<file path="config.mk">
export PLATFORM = sky130hd
export DESIGN_NAME = boot_link
export DESIGN_NICKNAME = d
export VERILOG_FILES = /design/src/verilog/boot_link_pkg.sv /design/src/verilog/boot_link.sv /design/src/verilog/uart_link.sv
export SDC_FILE = /design/constraint.sdc
export NUM_CORES = 1
export LEC_CHECK = 0
export ABC_CLOCK_PERIOD_IN_PS = 5550
export BUFFER_PORTS_ARGS = -buffer_cell sky130_fd_sc_hd__buf_2
export CORE_MARGIN = 2
export CORE_UTILIZATION = 25
export CTS_CLUSTER_DIAMETER = 60
export DETAILED_ROUTE_END_ITERATION = 6
export PLACE_DENSITY = 0.39
export SYNTH_ARGS = -nofsm -noshare
export SYNTH_HDL_FRONTEND = slang
export SYNTH_SLANG_ARGS = --single-unit
export TNS_END_PERCENT = 50
</file>
<file path="constraint.sdc">
create_clock -name i_clk -period 5.55 [get_ports i_clk]
set_clock_uncertainty 0.05 [all_clocks]
set_input_delay 0 -clock i_clk [delete_from_list [all_inputs] [get_ports i_clk]]
set_output_delay 0 -clock i_clk [all_outputs]
set_load 0.005 [all_outputs]
</file>
<file path="src/verilog/boot_link_pkg.sv">
/*
  Shared constants for the boot-time link establishment block: codes,
  register offsets, reset values, cycle counts and the phase encoding.
  Assumes a single 100 MHz clock domain for all users of the package.
*/
`default_nettype none

package boot_link_pkg;

  // ----------------------------------------------------------------
  // Timing
  // ----------------------------------------------------------------
  localparam int unsigned CLK_HZ = 100_000_000;
  localparam int unsigned UART_BPS_INIT = 9600;
  // Whole clock cycles per bit at the initial line rate
  localparam int unsigned BIT_CYCLES_INIT = CLK_HZ / UART_BPS_INIT;
  // Hardware bring-up time before the link setting phase
  localparam logic [3:0] INIT_CYCLES = 4'hf;

  // ----------------------------------------------------------------
  // Link codes
  // ----------------------------------------------------------------
  localparam logic [7:0] SYNC_BYTE = 8'h00;
  localparam logic [7:0] ACK_BYTE = 8'h00;
  localparam logic [7:0] GENERIC_CODE = 8'h55;
  localparam logic [7:0] BOOT_CODE = 8'hc6;
  localparam logic [7:0] MAGIC_CODE = 8'ha5;
  localparam logic [1:0] ZERO_RUN = 2'h3;

  // ----------------------------------------------------------------
  // Register map (byte addresses) and reset values
  // ----------------------------------------------------------------
  localparam logic [7:0] REG_CTRL = 8'h00;
  localparam logic [7:0] REG_STATUS = 8'h04;
  localparam logic [7:0] REG_BAUD = 8'h08;
  localparam int unsigned CTRL_FW_GE3_BIT = 0;
  localparam logic CTRL_FW_GE3_RESET = 1'b1;
  localparam int unsigned STATUS_STATE_LSB = 0;
  localparam int unsigned STATUS_LINK_LSB = 8;
  localparam int unsigned STATUS_ZCNT_LSB = 10;
  localparam int unsigned STATUS_MODE_BIT = 12;
  localparam int unsigned STATUS_DBM_LSB = 16;

  // ----------------------------------------------------------------
  // Phases and links
  // ----------------------------------------------------------------
  typedef enum logic [7:0] {
    ST_INIT = 8'h01,
    ST_SAMPLE = 8'h02,
    ST_WAIT_ZERO = 8'h04,
    ST_SEND_ACK = 8'h08,
    ST_WAIT_GENERIC = 8'h10,
    ST_SEND_BOOT = 8'h20,
    ST_CMD = 8'h40,
    ST_SW_RESET = 8'h80
  } boot_state_e;

  typedef enum logic [1:0] {
    LINK_NONE = 2'h0,
    LINK_UART = 2'h1,
    LINK_USB = 2'h2,
    LINK_MBOX = 2'h3
  } link_e;

endpackage

`default_nettype wire

</file>
<file path="src/verilog/boot_link.sv">
/*
  Boot-time link setup: bring-up, choice of serial, USB or mailbox link,
  ack and code exchange, then hand-over to the command phase.
  Assumes pipes and register port on i_clk; pins and mode value are not.
*/
// Contract
// (RULE_01) Bring-up, then link setting; order fixed.
// (RULE_02) Three serial 00h in a row pick serial.
// (RULE_03) Three USB 00h in a row pick USB.
// (RULE_04) Other value or other-link byte clears zero count.
// (RULE_05) Pin high, no magic, user area used: soft reset.
// (RULE_06) Pin high and magic A5h: mailbox, no zero hunt.
// (RULE_07) No mailbox: hear both links, ack 00h on winner.
// (RULE_08) Answer generic 55h with boot code C6h.
// (RULE_09) Awaiting generic: drop other bytes, send nothing.
// (RULE_10) Command phase once boot code sent.
// (RULE_11) Host sends 00h at 9600 bps until ack.
// (RULE_12) Host repeats 00h until ack, serial and USB.
// (RULE_13) No ack: host restarts from reset.
// (RULE_14) New firmware: pull-up after init, drive after three zeros.
// (RULE_15) USB enumerable; bytes count once configured.
// (RULE_16) Host opens mailbox: reset, enable, power up, A5h, release.
// (RULE_17) Host closes mailbox: reset, 00h, power down, disable.
// (RULE_18) Host checks mailbox flags before each word access.
// (RULE_19) Serial 9600 bps until changed, 8N1, LSB first.
// (RULE_20) Capture pin and magic once after reset.
`default_nettype none

module boot_link #(
  parameter logic [15:0] BIT_CYCLES = 16'(boot_link_pkg::BIT_CYCLES_INIT)
) (
  input wire logic i_clk,
  input wire logic i_arst_n,
  input wire logic i_boot_mode_pin,
  input wire logic [7:0] i_debug_boot_mode,
  input wire logic i_user_area_blank,
  input wire logic i_rxd,
  output logic o_txd,
  output logic o_txd_oe,
  output logic o_txd_pullup_en,
  output logic o_usb_enumerable,
  input wire logic i_usb_configured,
  input wire logic i_usb_rx_valid,
  input wire logic [7:0] i_usb_rx_data,
  output logic o_usb_tx_valid,
  output logic [7:0] o_usb_tx_data,
  input wire logic i_usb_tx_ready,
  input wire logic i_mbox_rx_valid,
  input wire logic [7:0] i_mbox_rx_data,
  output logic o_mbox_tx_valid,
  output logic [7:0] o_mbox_tx_data,
  input wire logic i_mbox_tx_ready,
  output logic o_soft_reset,
  output logic o_cmd_phase,
  output logic [1:0] o_link,
  output logic o_cmd_rx_valid,
  output logic [7:0] o_cmd_rx_data,
  input wire logic [7:0] i_addr,
  input wire logic [31:0] i_wr_data,
  input wire logic i_wr_en,
  input wire logic i_rd_en,
  output logic [31:0] o_rd_data
);
  // ----------------------------------------------------------------
  // Declarations
  // ----------------------------------------------------------------
  boot_link_pkg::boot_state_e state_reg, state_next;
  boot_link_pkg::link_e link_reg, zero_src_reg;
  logic [3:0] init_cnt_reg;
  logic [1:0] zero_cnt_reg;
  logic mode_meta_reg, mode_sync_reg, mode_latched_reg, fw_ge3_reg, tx_issued_reg;
  logic [7:0] dbm_meta_reg, dbm_sync_reg, dbm_latched_reg, uart_rx_data, sel_rx_data, tx_byte;
  logic [15:0] bit_cycles_reg;
  logic uart_rx_valid, uart_tx_start, uart_tx_busy, uart_txd, usb_rx, both_rx;
  logic uart_zero, usb_zero, hit_uart, hit_usb, sel_rx_valid, sending, send_done;

  // ----------------------------------------------------------------
  // Input synchronisers and serial transceiver
  // ----------------------------------------------------------------
  // The debug mode value is static across reset release, so a
  // per-bit two-stage capture is enough; it is only used once.
  always_ff @(posedge i_clk or negedge i_arst_n) begin
    if (!i_arst_n) begin
      mode_meta_reg <= 1'b0;
      mode_sync_reg <= 1'b0;
      dbm_meta_reg <= 8'h00;
      dbm_sync_reg <= 8'h00;
    end else begin
      mode_meta_reg <= i_boot_mode_pin;
      mode_sync_reg <= mode_meta_reg;
      dbm_meta_reg <= i_debug_boot_mode;
      dbm_sync_reg <= dbm_meta_reg;
    end
  end

  // (RULE_19) Serial frame engine
  uart_link u_uart (
    .i_clk(i_clk),
    .i_arst_n(i_arst_n),
    .i_bit_cycles(bit_cycles_reg),
    .i_rxd(i_rxd),
    .o_rx_valid(uart_rx_valid),
    .o_rx_data(uart_rx_data),
    .i_tx_start(uart_tx_start),
    .i_tx_data(tx_byte),
    .o_tx_busy(uart_tx_busy),
    .o_txd(uart_txd)
  );

  // ----------------------------------------------------------------
  // Byte events and transmit path
  // ----------------------------------------------------------------
  // (RULE_15) USB bytes count only when configured
  assign usb_rx = i_usb_rx_valid && i_usb_configured;
  assign both_rx = uart_rx_valid && usb_rx;
  assign uart_zero = uart_rx_valid && !usb_rx && (uart_rx_data == boot_link_pkg::SYNC_BYTE);
  assign usb_zero = usb_rx && !uart_rx_valid && (i_usb_rx_data == boot_link_pkg::SYNC_BYTE);

  // (RULE_02) Third serial zero in a row
  assign hit_uart = (state_reg == boot_link_pkg::ST_WAIT_ZERO) && uart_zero &&
                    (zero_src_reg == boot_link_pkg::LINK_UART) &&
                    ((zero_cnt_reg + 2'h1) == boot_link_pkg::ZERO_RUN);
  // (RULE_03) Third USB zero in a row
  assign hit_usb = (state_reg == boot_link_pkg::ST_WAIT_ZERO) && usb_zero &&
                   (zero_src_reg == boot_link_pkg::LINK_USB) &&
                   ((zero_cnt_reg + 2'h1) == boot_link_pkg::ZERO_RUN);
  // Received byte on the established link only
  always_comb begin
    sel_rx_valid = 1'b0;
    sel_rx_data = 8'h00;
    case (link_reg)
      boot_link_pkg::LINK_UART: begin
        sel_rx_valid = uart_rx_valid;
        sel_rx_data = uart_rx_data;
      end
      boot_link_pkg::LINK_USB: begin
        sel_rx_valid = usb_rx;
        sel_rx_data = i_usb_rx_data;
      end
      boot_link_pkg::LINK_MBOX: begin
        sel_rx_valid = i_mbox_rx_valid;
        sel_rx_data = i_mbox_rx_data;
      end
      default: sel_rx_valid = 1'b0;
    endcase
  end

  // (RULE_08) Boot code answers the generic code
  assign sending = (state_reg == boot_link_pkg::ST_SEND_ACK) ||
                   (state_reg == boot_link_pkg::ST_SEND_BOOT);
  assign tx_byte = (state_reg == boot_link_pkg::ST_SEND_BOOT) ?
                   boot_link_pkg::BOOT_CODE : boot_link_pkg::ACK_BYTE;
  assign uart_tx_start = sending && (link_reg == boot_link_pkg::LINK_UART) && !tx_issued_reg;
  assign o_usb_tx_valid = sending && (link_reg == boot_link_pkg::LINK_USB);
  assign o_mbox_tx_valid = sending && (link_reg == boot_link_pkg::LINK_MBOX);
  assign o_usb_tx_data = o_usb_tx_valid ? tx_byte : 8'h00;
  assign o_mbox_tx_data = o_mbox_tx_valid ? tx_byte : 8'h00;
  // Serial byte counts as sent once the stop bit has left the line
  assign send_done = (link_reg == boot_link_pkg::LINK_UART) ? tx_issued_reg && !uart_tx_busy :
                     (link_reg == boot_link_pkg::LINK_USB) ? i_usb_tx_ready :
                     (link_reg == boot_link_pkg::LINK_MBOX) && i_mbox_tx_ready;
  // Remembers that the serial byte was launched in this send phase
  always_ff @(posedge i_clk or negedge i_arst_n) begin
    if (!i_arst_n) begin
      tx_issued_reg <= 1'b0;
    end else if (!sending || send_done) begin
      tx_issued_reg <= 1'b0;
    end else if (uart_tx_start) begin
      tx_issued_reg <= 1'b1;
    end
  end

  // ----------------------------------------------------------------
  // Phase sequencer
  // ----------------------------------------------------------------
  always_comb begin
    state_next = state_reg;
    case (state_reg)
      // (RULE_01) Bring-up before link setting
      boot_link_pkg::ST_INIT: begin
        if (init_cnt_reg == boot_link_pkg::INIT_CYCLES) begin
          state_next = boot_link_pkg::ST_SAMPLE;
        end
      end
      boot_link_pkg::ST_SAMPLE: begin
        // (RULE_06) Magic selects mailbox
        if (mode_sync_reg && (dbm_sync_reg == boot_link_pkg::MAGIC_CODE)) begin
          state_next = boot_link_pkg::ST_WAIT_GENERIC;
        // (RULE_05) Software reset condition
        end else if (mode_sync_reg && !i_user_area_blank) begin
          state_next = boot_link_pkg::ST_SW_RESET;
        end else begin
          state_next = boot_link_pkg::ST_WAIT_ZERO;
        end
      end
      // (RULE_07) Listen on both links
      boot_link_pkg::ST_WAIT_ZERO: begin
        if (hit_uart || hit_usb) begin
          state_next = boot_link_pkg::ST_SEND_ACK;
        end
      end
      boot_link_pkg::ST_SEND_ACK: begin
        if (send_done) begin
          state_next = boot_link_pkg::ST_WAIT_GENERIC;
        end
      end
      // (RULE_09) Other values are dropped
      boot_link_pkg::ST_WAIT_GENERIC: begin
        if (sel_rx_valid && (sel_rx_data == boot_link_pkg::GENERIC_CODE)) begin
          state_next = boot_link_pkg::ST_SEND_BOOT;
        end
      end
      // (RULE_10) Command phase after boot code
      boot_link_pkg::ST_SEND_BOOT: begin
        if (send_done) begin
          state_next = boot_link_pkg::ST_CMD;
        end
      end
      boot_link_pkg::ST_CMD: state_next = boot_link_pkg::ST_CMD;
      boot_link_pkg::ST_SW_RESET: state_next = boot_link_pkg::ST_SW_RESET;
      default: state_next = boot_link_pkg::ST_INIT;
    endcase
  end
  // Phase register; only reset leaves the final phases
  always_ff @(posedge i_clk or negedge i_arst_n) begin
    if (!i_arst_n) begin
      state_reg <= boot_link_pkg::ST_INIT;
    end else begin
      state_reg <= state_next;
    end
  end
  // Bring-up counter also covers synchroniser settling
  always_ff @(posedge i_clk or negedge i_arst_n) begin
    if (!i_arst_n) begin
      init_cnt_reg <= 4'h0;
    end else if (state_reg == boot_link_pkg::ST_INIT) begin
      init_cnt_reg <= init_cnt_reg + 4'h1;
    end
  end

  // ----------------------------------------------------------------
  // Boot-mode capture and link choice
  // ----------------------------------------------------------------
  // (RULE_20) One-time capture, held until reset
  always_ff @(posedge i_clk or negedge i_arst_n) begin
    if (!i_arst_n) begin
      mode_latched_reg <= 1'b0;
      dbm_latched_reg <= 8'h00;
    end else if (state_reg == boot_link_pkg::ST_SAMPLE) begin
      mode_latched_reg <= mode_sync_reg;
      dbm_latched_reg <= dbm_sync_reg;
    end
  end
  // Link stays fixed once chosen
  always_ff @(posedge i_clk or negedge i_arst_n) begin
    if (!i_arst_n) begin
      link_reg <= boot_link_pkg::LINK_NONE;
    end else if ((state_reg == boot_link_pkg::ST_SAMPLE) &&
                 (state_next == boot_link_pkg::ST_WAIT_GENERIC)) begin
      link_reg <= boot_link_pkg::LINK_MBOX;
    end else if (hit_uart) begin
      link_reg <= boot_link_pkg::LINK_UART;
    end else if (hit_usb) begin
      link_reg <= boot_link_pkg::LINK_USB;
    end
  end

  // (RULE_04) Run broken by other value or other link
  always_ff @(posedge i_clk or negedge i_arst_n) begin
    if (!i_arst_n) begin
      zero_cnt_reg <= 2'h0;
      zero_src_reg <= boot_link_pkg::LINK_NONE;
    end else if ((state_reg != boot_link_pkg::ST_WAIT_ZERO) || both_rx) begin
      zero_cnt_reg <= 2'h0;
      zero_src_reg <= boot_link_pkg::LINK_NONE;
    end else if (uart_zero) begin
      zero_src_reg <= boot_link_pkg::LINK_UART;
      zero_cnt_reg <= (zero_src_reg == boot_link_pkg::LINK_UART) ? zero_cnt_reg + 2'h1 : 2'h1;
    end else if (usb_zero) begin
      zero_src_reg <= boot_link_pkg::LINK_USB;
      zero_cnt_reg <= (zero_src_reg == boot_link_pkg::LINK_USB) ? zero_cnt_reg + 2'h1 : 2'h1;
    end else if (uart_rx_valid || usb_rx) begin
      zero_cnt_reg <= 2'h0;
      zero_src_reg <= boot_link_pkg::LINK_NONE;
    end
  end

  // ----------------------------------------------------------------
  // Transmit pin and phase outputs
  // ----------------------------------------------------------------
  // (RULE_14) Pull-up first on newer firmware, drive after three zeros
  always_ff @(posedge i_clk or negedge i_arst_n) begin
    if (!i_arst_n) begin
      o_txd_oe <= 1'b0;
      o_txd_pullup_en <= 1'b0;
    end else if (state_reg == boot_link_pkg::ST_SAMPLE) begin
      o_txd_oe <= !fw_ge3_reg;
      o_txd_pullup_en <= fw_ge3_reg;
    end else if (hit_uart) begin
      o_txd_oe <= 1'b1;
    end
  end
  // Idle-high line from the transceiver
  assign o_txd = uart_txd;

  // USB offered to the host unless the mailbox or the soft reset took over
  always_ff @(posedge i_clk or negedge i_arst_n) begin
    if (!i_arst_n) begin
      o_usb_enumerable <= 1'b0;
    end else if (state_reg == boot_link_pkg::ST_SAMPLE) begin
      // (RULE_15) Enumerable after bring-up
      o_usb_enumerable <= (state_next == boot_link_pkg::ST_WAIT_ZERO);
    end
  end
  // Command bytes of the chosen link go to the packet layer
  always_ff @(posedge i_clk or negedge i_arst_n) begin
    if (!i_arst_n) begin
      o_cmd_rx_valid <= 1'b0;
      o_cmd_rx_data <= 8'h00;
    end else begin
      o_cmd_rx_valid <= (state_reg == boot_link_pkg::ST_CMD) && sel_rx_valid;
      o_cmd_rx_data <= sel_rx_data;
    end
  end
  assign o_cmd_phase = (state_reg == boot_link_pkg::ST_CMD);
  assign o_soft_reset = (state_reg == boot_link_pkg::ST_SW_RESET);
  assign o_link = link_reg;

  // ----------------------------------------------------------------
  // Register port
  // ----------------------------------------------------------------
  // Firmware level is read at capture, so late writes have no effect
  always_ff @(posedge i_clk or negedge i_arst_n) begin
    if (!i_arst_n) begin
      fw_ge3_reg <= boot_link_pkg::CTRL_FW_GE3_RESET;
      bit_cycles_reg <= BIT_CYCLES;
    end else if (i_wr_en) begin
      if (i_addr == boot_link_pkg::REG_CTRL) begin
        fw_ge3_reg <= i_wr_data[boot_link_pkg::CTRL_FW_GE3_BIT];
      end
      // (RULE_19) Rate changes only by command
      if (i_addr == boot_link_pkg::REG_BAUD) begin
        bit_cycles_reg <= i_wr_data[15:0];
      end
    end
  end
  // Read data valid the cycle after the strobe, zero otherwise
  always_ff @(posedge i_clk or negedge i_arst_n) begin
    if (!i_arst_n) begin
      o_rd_data <= 32'h0000_0000;
    end else begin
      o_rd_data <= 32'h0000_0000;
      if (i_rd_en) begin
        case (i_addr)
          boot_link_pkg::REG_CTRL: o_rd_data[boot_link_pkg::CTRL_FW_GE3_BIT] <= fw_ge3_reg;
          boot_link_pkg::REG_STATUS: begin
            o_rd_data[boot_link_pkg::STATUS_STATE_LSB +: 8] <= state_reg;
            o_rd_data[boot_link_pkg::STATUS_LINK_LSB +: 2] <= link_reg;
            o_rd_data[boot_link_pkg::STATUS_ZCNT_LSB +: 2] <= zero_cnt_reg;
            o_rd_data[boot_link_pkg::STATUS_MODE_BIT] <= mode_latched_reg;
            o_rd_data[boot_link_pkg::STATUS_DBM_LSB +: 8] <= dbm_latched_reg;
          end
          boot_link_pkg::REG_BAUD: o_rd_data[15:0] <= bit_cycles_reg;
          default: o_rd_data <= 32'h0000_0000;
        endcase
      end
    end
  end

endmodule

`default_nettype wire

</file>
<file path="src/verilog/uart_link.sv">
/*
  Byte-level two-wire serial transceiver: 8 data bits, LSB first, no
  parity, one stop bit. Bit period in clock cycles comes from a port.
  Assumes the receive pin is asynchronous to i_clk.
*/
`default_nettype none

module uart_link (
  input wire logic i_clk,
  input wire logic i_arst_n,
  input wire logic [15:0] i_bit_cycles,
  input wire logic i_rxd,
  output logic o_rx_valid,
  output logic [7:0] o_rx_data,
  input wire logic i_tx_start,
  input wire logic [7:0] i_tx_data,
  output logic o_tx_busy,
  output logic o_txd
);

  // ----------------------------------------------------------------
  // Receiver
  // ----------------------------------------------------------------
  logic rxd_meta_reg;
  logic rxd_sync_reg;
  logic rx_active_reg;
  logic [15:0] rx_cnt_reg;
  logic [3:0] rx_bit_reg;
  logic [7:0] rx_shift_reg;

  // Two-stage synchroniser, idle line is high
  always_ff @(posedge i_clk or negedge i_arst_n) begin
    if (!i_arst_n) begin
      rxd_meta_reg <= 1'b1;
      rxd_sync_reg <= 1'b1;
    end else begin
      rxd_meta_reg <= i_rxd;
      rxd_sync_reg <= rxd_meta_reg;
    end
  end

  // Sample mid-bit; a start glitch shorter than half a bit is dropped
  always_ff @(posedge i_clk or negedge i_arst_n) begin
    if (!i_arst_n) begin
      rx_active_reg <= 1'b0;
      rx_cnt_reg <= 16'h0000;
      rx_bit_reg <= 4'h0;
      rx_shift_reg <= 8'h00;
      o_rx_valid <= 1'b0;
      o_rx_data <= 8'h00;
    end else begin
      o_rx_valid <= 1'b0;
      if (!rx_active_reg) begin
        if (!rxd_sync_reg) begin
          rx_active_reg <= 1'b1;
          rx_cnt_reg <= i_bit_cycles >> 1;
          rx_bit_reg <= 4'h0;
        end
      end else if (rx_cnt_reg != 16'h0000) begin
        rx_cnt_reg <= rx_cnt_reg - 16'h0001;
      end else begin
        rx_cnt_reg <= i_bit_cycles - 16'h0001;
        rx_bit_reg <= rx_bit_reg + 4'h1;
        if (rx_bit_reg == 4'h0) begin
          rx_active_reg <= !rxd_sync_reg;
        end else if (rx_bit_reg == 4'h9) begin
          rx_active_reg <= 1'b0;
          o_rx_valid <= rxd_sync_reg;     // Framing error drops the byte
          o_rx_data <= rx_shift_reg;
        end else begin
          rx_shift_reg <= {rxd_sync_reg, rx_shift_reg[7:1]};
        end
      end
    end
  end

  // ----------------------------------------------------------------
  // Transmitter
  // ----------------------------------------------------------------
  logic [9:0] tx_shift_reg;
  logic [15:0] tx_cnt_reg;
  logic [3:0] tx_left_reg;

  // Start bit, data LSB first, stop bit
  always_ff @(posedge i_clk or negedge i_arst_n) begin
    if (!i_arst_n) begin
      tx_shift_reg <= 10'h3ff;
      tx_cnt_reg <= 16'h0000;
      tx_left_reg <= 4'h0;
    end else if (tx_left_reg == 4'h0) begin
      if (i_tx_start) begin
        tx_shift_reg <= {1'b1, i_tx_data, 1'b0};
        tx_cnt_reg <= i_bit_cycles - 16'h0001;
        tx_left_reg <= 4'ha;
      end
    end else if (tx_cnt_reg != 16'h0000) begin
      tx_cnt_reg <= tx_cnt_reg - 16'h0001;
    end else begin
      tx_cnt_reg <= i_bit_cycles - 16'h0001;
      tx_shift_reg <= {1'b1, tx_shift_reg[9:1]};
      tx_left_reg <= tx_left_reg - 4'h1;
    end
  end

  assign o_tx_busy = (tx_left_reg != 4'h0);
  assign o_txd = tx_shift_reg[0];

endmodule

`default_nettype wire

</file>
==> insert_results.sql <==
INSERT INTO impl_metrics (metric_group, metric, value, unit) VALUES
('yosys', 'syn_area_per_cell', '10.7', 'um2'),
('timing', 'fin_setup_tns', '0', 'ns'),
('min_path', 'timing.hold.worst.class', 'in2reg', ''),
('timing', 'worstMarginPinSlew', '0.963', 'ns'),
('die', 'core_area', '32500', 'um2'),
('yosys', 'yosys_register_bits', '168', ''),
('yosys', 'ys_seq_area_frac', '0.511', ''),
('yosys', 'yosysTopAreaCell', 'dfrtp_1', ''),
('routing', 'dr.first_iter.drc_count', '362', ''),
('die', 'placementRows', '66', ''),
('layout', 'antenna-diode-count', '0', ''),
('layout', 'drive_gt1_frac', '0.237', ''),
('global_route', 'vias_in_the_first_global_route', '6421', ''),
('yosys', 'netlist_top_cells_count', 'dfrtp_1, nor2_1, nand2_1', ''),
('clock_network', 'clock_tree.buffer_depth', '2', ''),
('routing', 'remaining_drc_errors', '0', ''),
('critical_path', 'arrival_time_at_the_worst_endpoint', '3.43', 'ns'),
('placed_design', 'gp_routability_congestion', '0.740', ''),
('layout', 'synth_to_layout_area_growth', '24.8', '%'),
('layout', 'num-nets-final', '1009', ''),
('routing', 'drt_first_pass_iters', '4', ''),
('placed_design', 'hpwl', '16400', 'um'),
('layout', 'largest_register_ffs', '24', ''),
('timing', 'final-setup-viol-count', '0', ''),
('clock_network', 'numCtsBuffers', '17', ''),
('layout', 'final.fill_count', '3399', ''),
('placed_design', 'port-buffer-count', '110', ''),
('routing', 'drt-wirelength-per-cell', '17.1', 'um'),
('clock_network', 'cts.sinks', '168', ''),
('yosys', 'netlist_top_cells_area', 'dfrtp_1, mux2_2, dfstp_2', ''),
('critical_path', 'timing_worst_setup_path_type', 'reg2reg', ''),
('clock_network', 'clkSlewWorstSetupHoldPaths', '0.08', 'ns'),
('timing', 'final-hold-violation-count', '0', ''),
('power_and_ir_drop', 'leakagePower', '4.77', 'nW'),
('timing', 'final.hold.worst_slack', '0.00376', 'ns'),
('power_and_ir_drop', 'power_density', '312', 'nW/um2'),
('timing', 'slew_viols_final', '0', ''),
('power_and_ir_drop', 'netSwitchingFraction', '0.295', ''),
('global_route', 'total_global_routing_overflow', '0', ''),
('global_route', 'first_pass_grt_wire_length', '37000', 'um'),
('yosys', 'synth_cell_type_count', '72', ''),
('power_and_ir_drop', 'irDropWorstVdd', '0.226', 'mV'),
('clock_network', 'clock_tree.root_cell', 'clkbuf_16', ''),
('routing', 'ant_nets', '0', ''),
('die', 'start_util', '0.254', ''),
('job', 'max_cap_viols', '0', ''),
('power_and_ir_drop', 'p_int', '2.27', 'mW'),
('yosys', 'postSynthCellCount', '774', ''),
('yosys', 'synth_top_cell_area_share', '0.454', ''),
('yosys', 'ys_warn_count', '0', ''),
('critical_path', 'critical-path-max-stage-delay', '0.80', 'ns'),
('die', 'io-pin-count', '143', ''),
('run_status', 'run_status', 'complete, no violations', ''),
('timing', 'post_route_clock_period_utilization', '0.568', ''),
('power_and_ir_drop', 'seq_power_share', '0.455', ''),
('critical_path', 'cp_cell_sequence', 'clkinv_1 > nor3_4 > and3b_1 > mux2_2', ''),
('layout', 'final_core_util', '0.317', ''),
('clock_network', 'cts-resized-gates', '0', ''),
('die', 'floorplan.die.height', '186', 'um'),
('power_and_ir_drop', 'switching_power', '0.950', 'mW'),
('critical_path', 'critPathLaunchType', 'flop', ''),
('yosys', 'netlist_area', '8260', 'um2'),
('die', 'die_w', '186', 'um'),
('yosys', 'post-synth-top-count-cell', 'dfrtp_1', ''),
('critical_path', 'worstSetupEndpointType', 'flop', ''),
('timing', 'fmaxAchievable', '317', 'MHz'),
('layout', 'max_flop_register', 'o_rd_data', ''),
('routing', 'detail_route.wirelength', '23600', 'um'),
('clock_network', 'cts_setup_buffers', '0', ''),
('yosys', 'postSynth.topFlopCell', 'dfrtp_1', ''),
('global_route', 'grt.total_usage', '0.141', '');
final timing paths:
| check | endpoint | cells after the start | slack, ns | start |
|---|---|---|---|---|
| worst max-delay path | u_uart.rx_shift_reg[3]$_DFFE_PN0P_ | 4 | 2.40 | u_uart.rx_active_reg$_DFF_PN0_ |
| worst min-delay path | zero_src_reg[0]$_DFFE_PN0P_ | 5 | 0.004 | i_usb_rx_valid |
| worst max register to register | u_uart.rx_shift_reg[3]$_DFFE_PN0P_ | 4 | 2.40 | u_uart.rx_active_reg$_DFF_PN0_ |
| worst min register to register | dbm_sync_reg[1]$_DFF_PN0_ | 0 | 0.30 | dbm_meta_reg[1]$_DFF_PN0_ |
| max in group asynchronous | u_uart.rx_cnt_reg[13]$_DFFE_PN0P_ | 3 | 4.19 | i_arst_n |
| min in group asynchronous | bit_cycles_reg[12]$_DFFE_PN0P_ | 2 | 0.09 | i_arst_n |
layout make-up:
| type | count | area [um2] | area share |
|---|---|---|---|
| tap | 442 | 553 | 0.0536 |
| multi-input combinational | 533 | 3660 | 0.355 |
| timing repair buffer | 168 | 1130 | 0.109 |
| sequential | 168 | 4230 | 0.410 |
| inverter | 34 | 128 | 0.0124 |
| clock inverter | 14 | 180 | 0.0175 |
| clock buffer | 18 | 439 | 0.0426 |
power by group through the flow:
| stage | logic [mW] | registers (mW) | clock network [mW] |
|---|---|---|---|
| after global placement | 0.477 | 1.49 | 0 |
| after CTS | 0.509 | 1.47 | 1.29 |
| after detailed placement | 0.480 | 1.49 | 0 |
| final | 0.499 | 1.47 | 1.25 |
| after global routing | 0.561 | 1.49 | 1.34 |
| after floorplan | 0.351 | 1.45 | 0 |
tightest hold or removal path: cells and delay by family:
kind	cells	cell delay, ns
AND/OR/NAND/NOR	3	0.30
buffers and inverters	1	0.09
AO/OA/AOI/OAI	1	0.06
cells in the final DEF, fill, tap and decap left out, drive strengths merged, types with 12 or more instances in the layout:
master | synthesis | final
dfrtp | 150 | 150
nor2 | 56 | 56
clkbuf | 26 | 18
nor2b | 12 | 12
dlygate4sd3 | 0 | 54
nor3 | 24 | 24
dfstp | 18 | 18
nand2 | 53 | 53
nor4 | 16 | 16
conb | 1 | 16
xor2 | 13 | 13
a22o | 15 | 15
nand3 | 18 | 18
mux2i | 24 | 24
and2 | 16 | 16
mux2 | 47 | 47
a21oi | 25 | 25
xnor2 | 21 | 21
o21ai | 38 | 38
buf | 28 | 114
inv | 33 | 40
cells by family (layout without fill, tap and decap cells):
kind of cell,Yosys count,after routing,share of synthesized area
AND/OR/NAND/NOR,261,261,0.172
flip-flops,168,168,0.511
AO/OA/AOI/OAI,140,140,0.116
buffers and inverters,88,234,0.0544
multiplexers,71,71,0.0931
XOR/XNOR,34,34,0.0360
adder cells (fa/ha/maj),11,11,0.0167
other,1,16,0.000454
timing repair:
| item | CTS | global route |
|---|---|---|
| endpoints found under the hold margin | 115 | 0 |
| hold buffers | 54 | 0 |
| endpoints found under the setup margin | 0 | 0 |
stage by stage:
stage	area [um2]	worst slack [ns]	instances	power (mW)
after global placement	9150	2.41	1291	1.97
final	10300	2.40	1377	3.22
after CTS	10300	2.42	1377	3.27
after detailed placement	9150	2.44	1291	1.97
after global routing	10300	2.21	1377	3.39
after floorplan	8320	3.00	789	1.80
metal layers:
metal | up-vias | wire [um] | global-route usage
met3 | 22 | 779 | 0.0260
li1 | 3033 | - | -
met1 | 3161 | 11500 | 0.195
met4 | 0 | 387 | 0.0394
met2 | 153 | 10900 | 0.225
met5 | - | 0 | 0
Power figures use the tool's default switching activity.
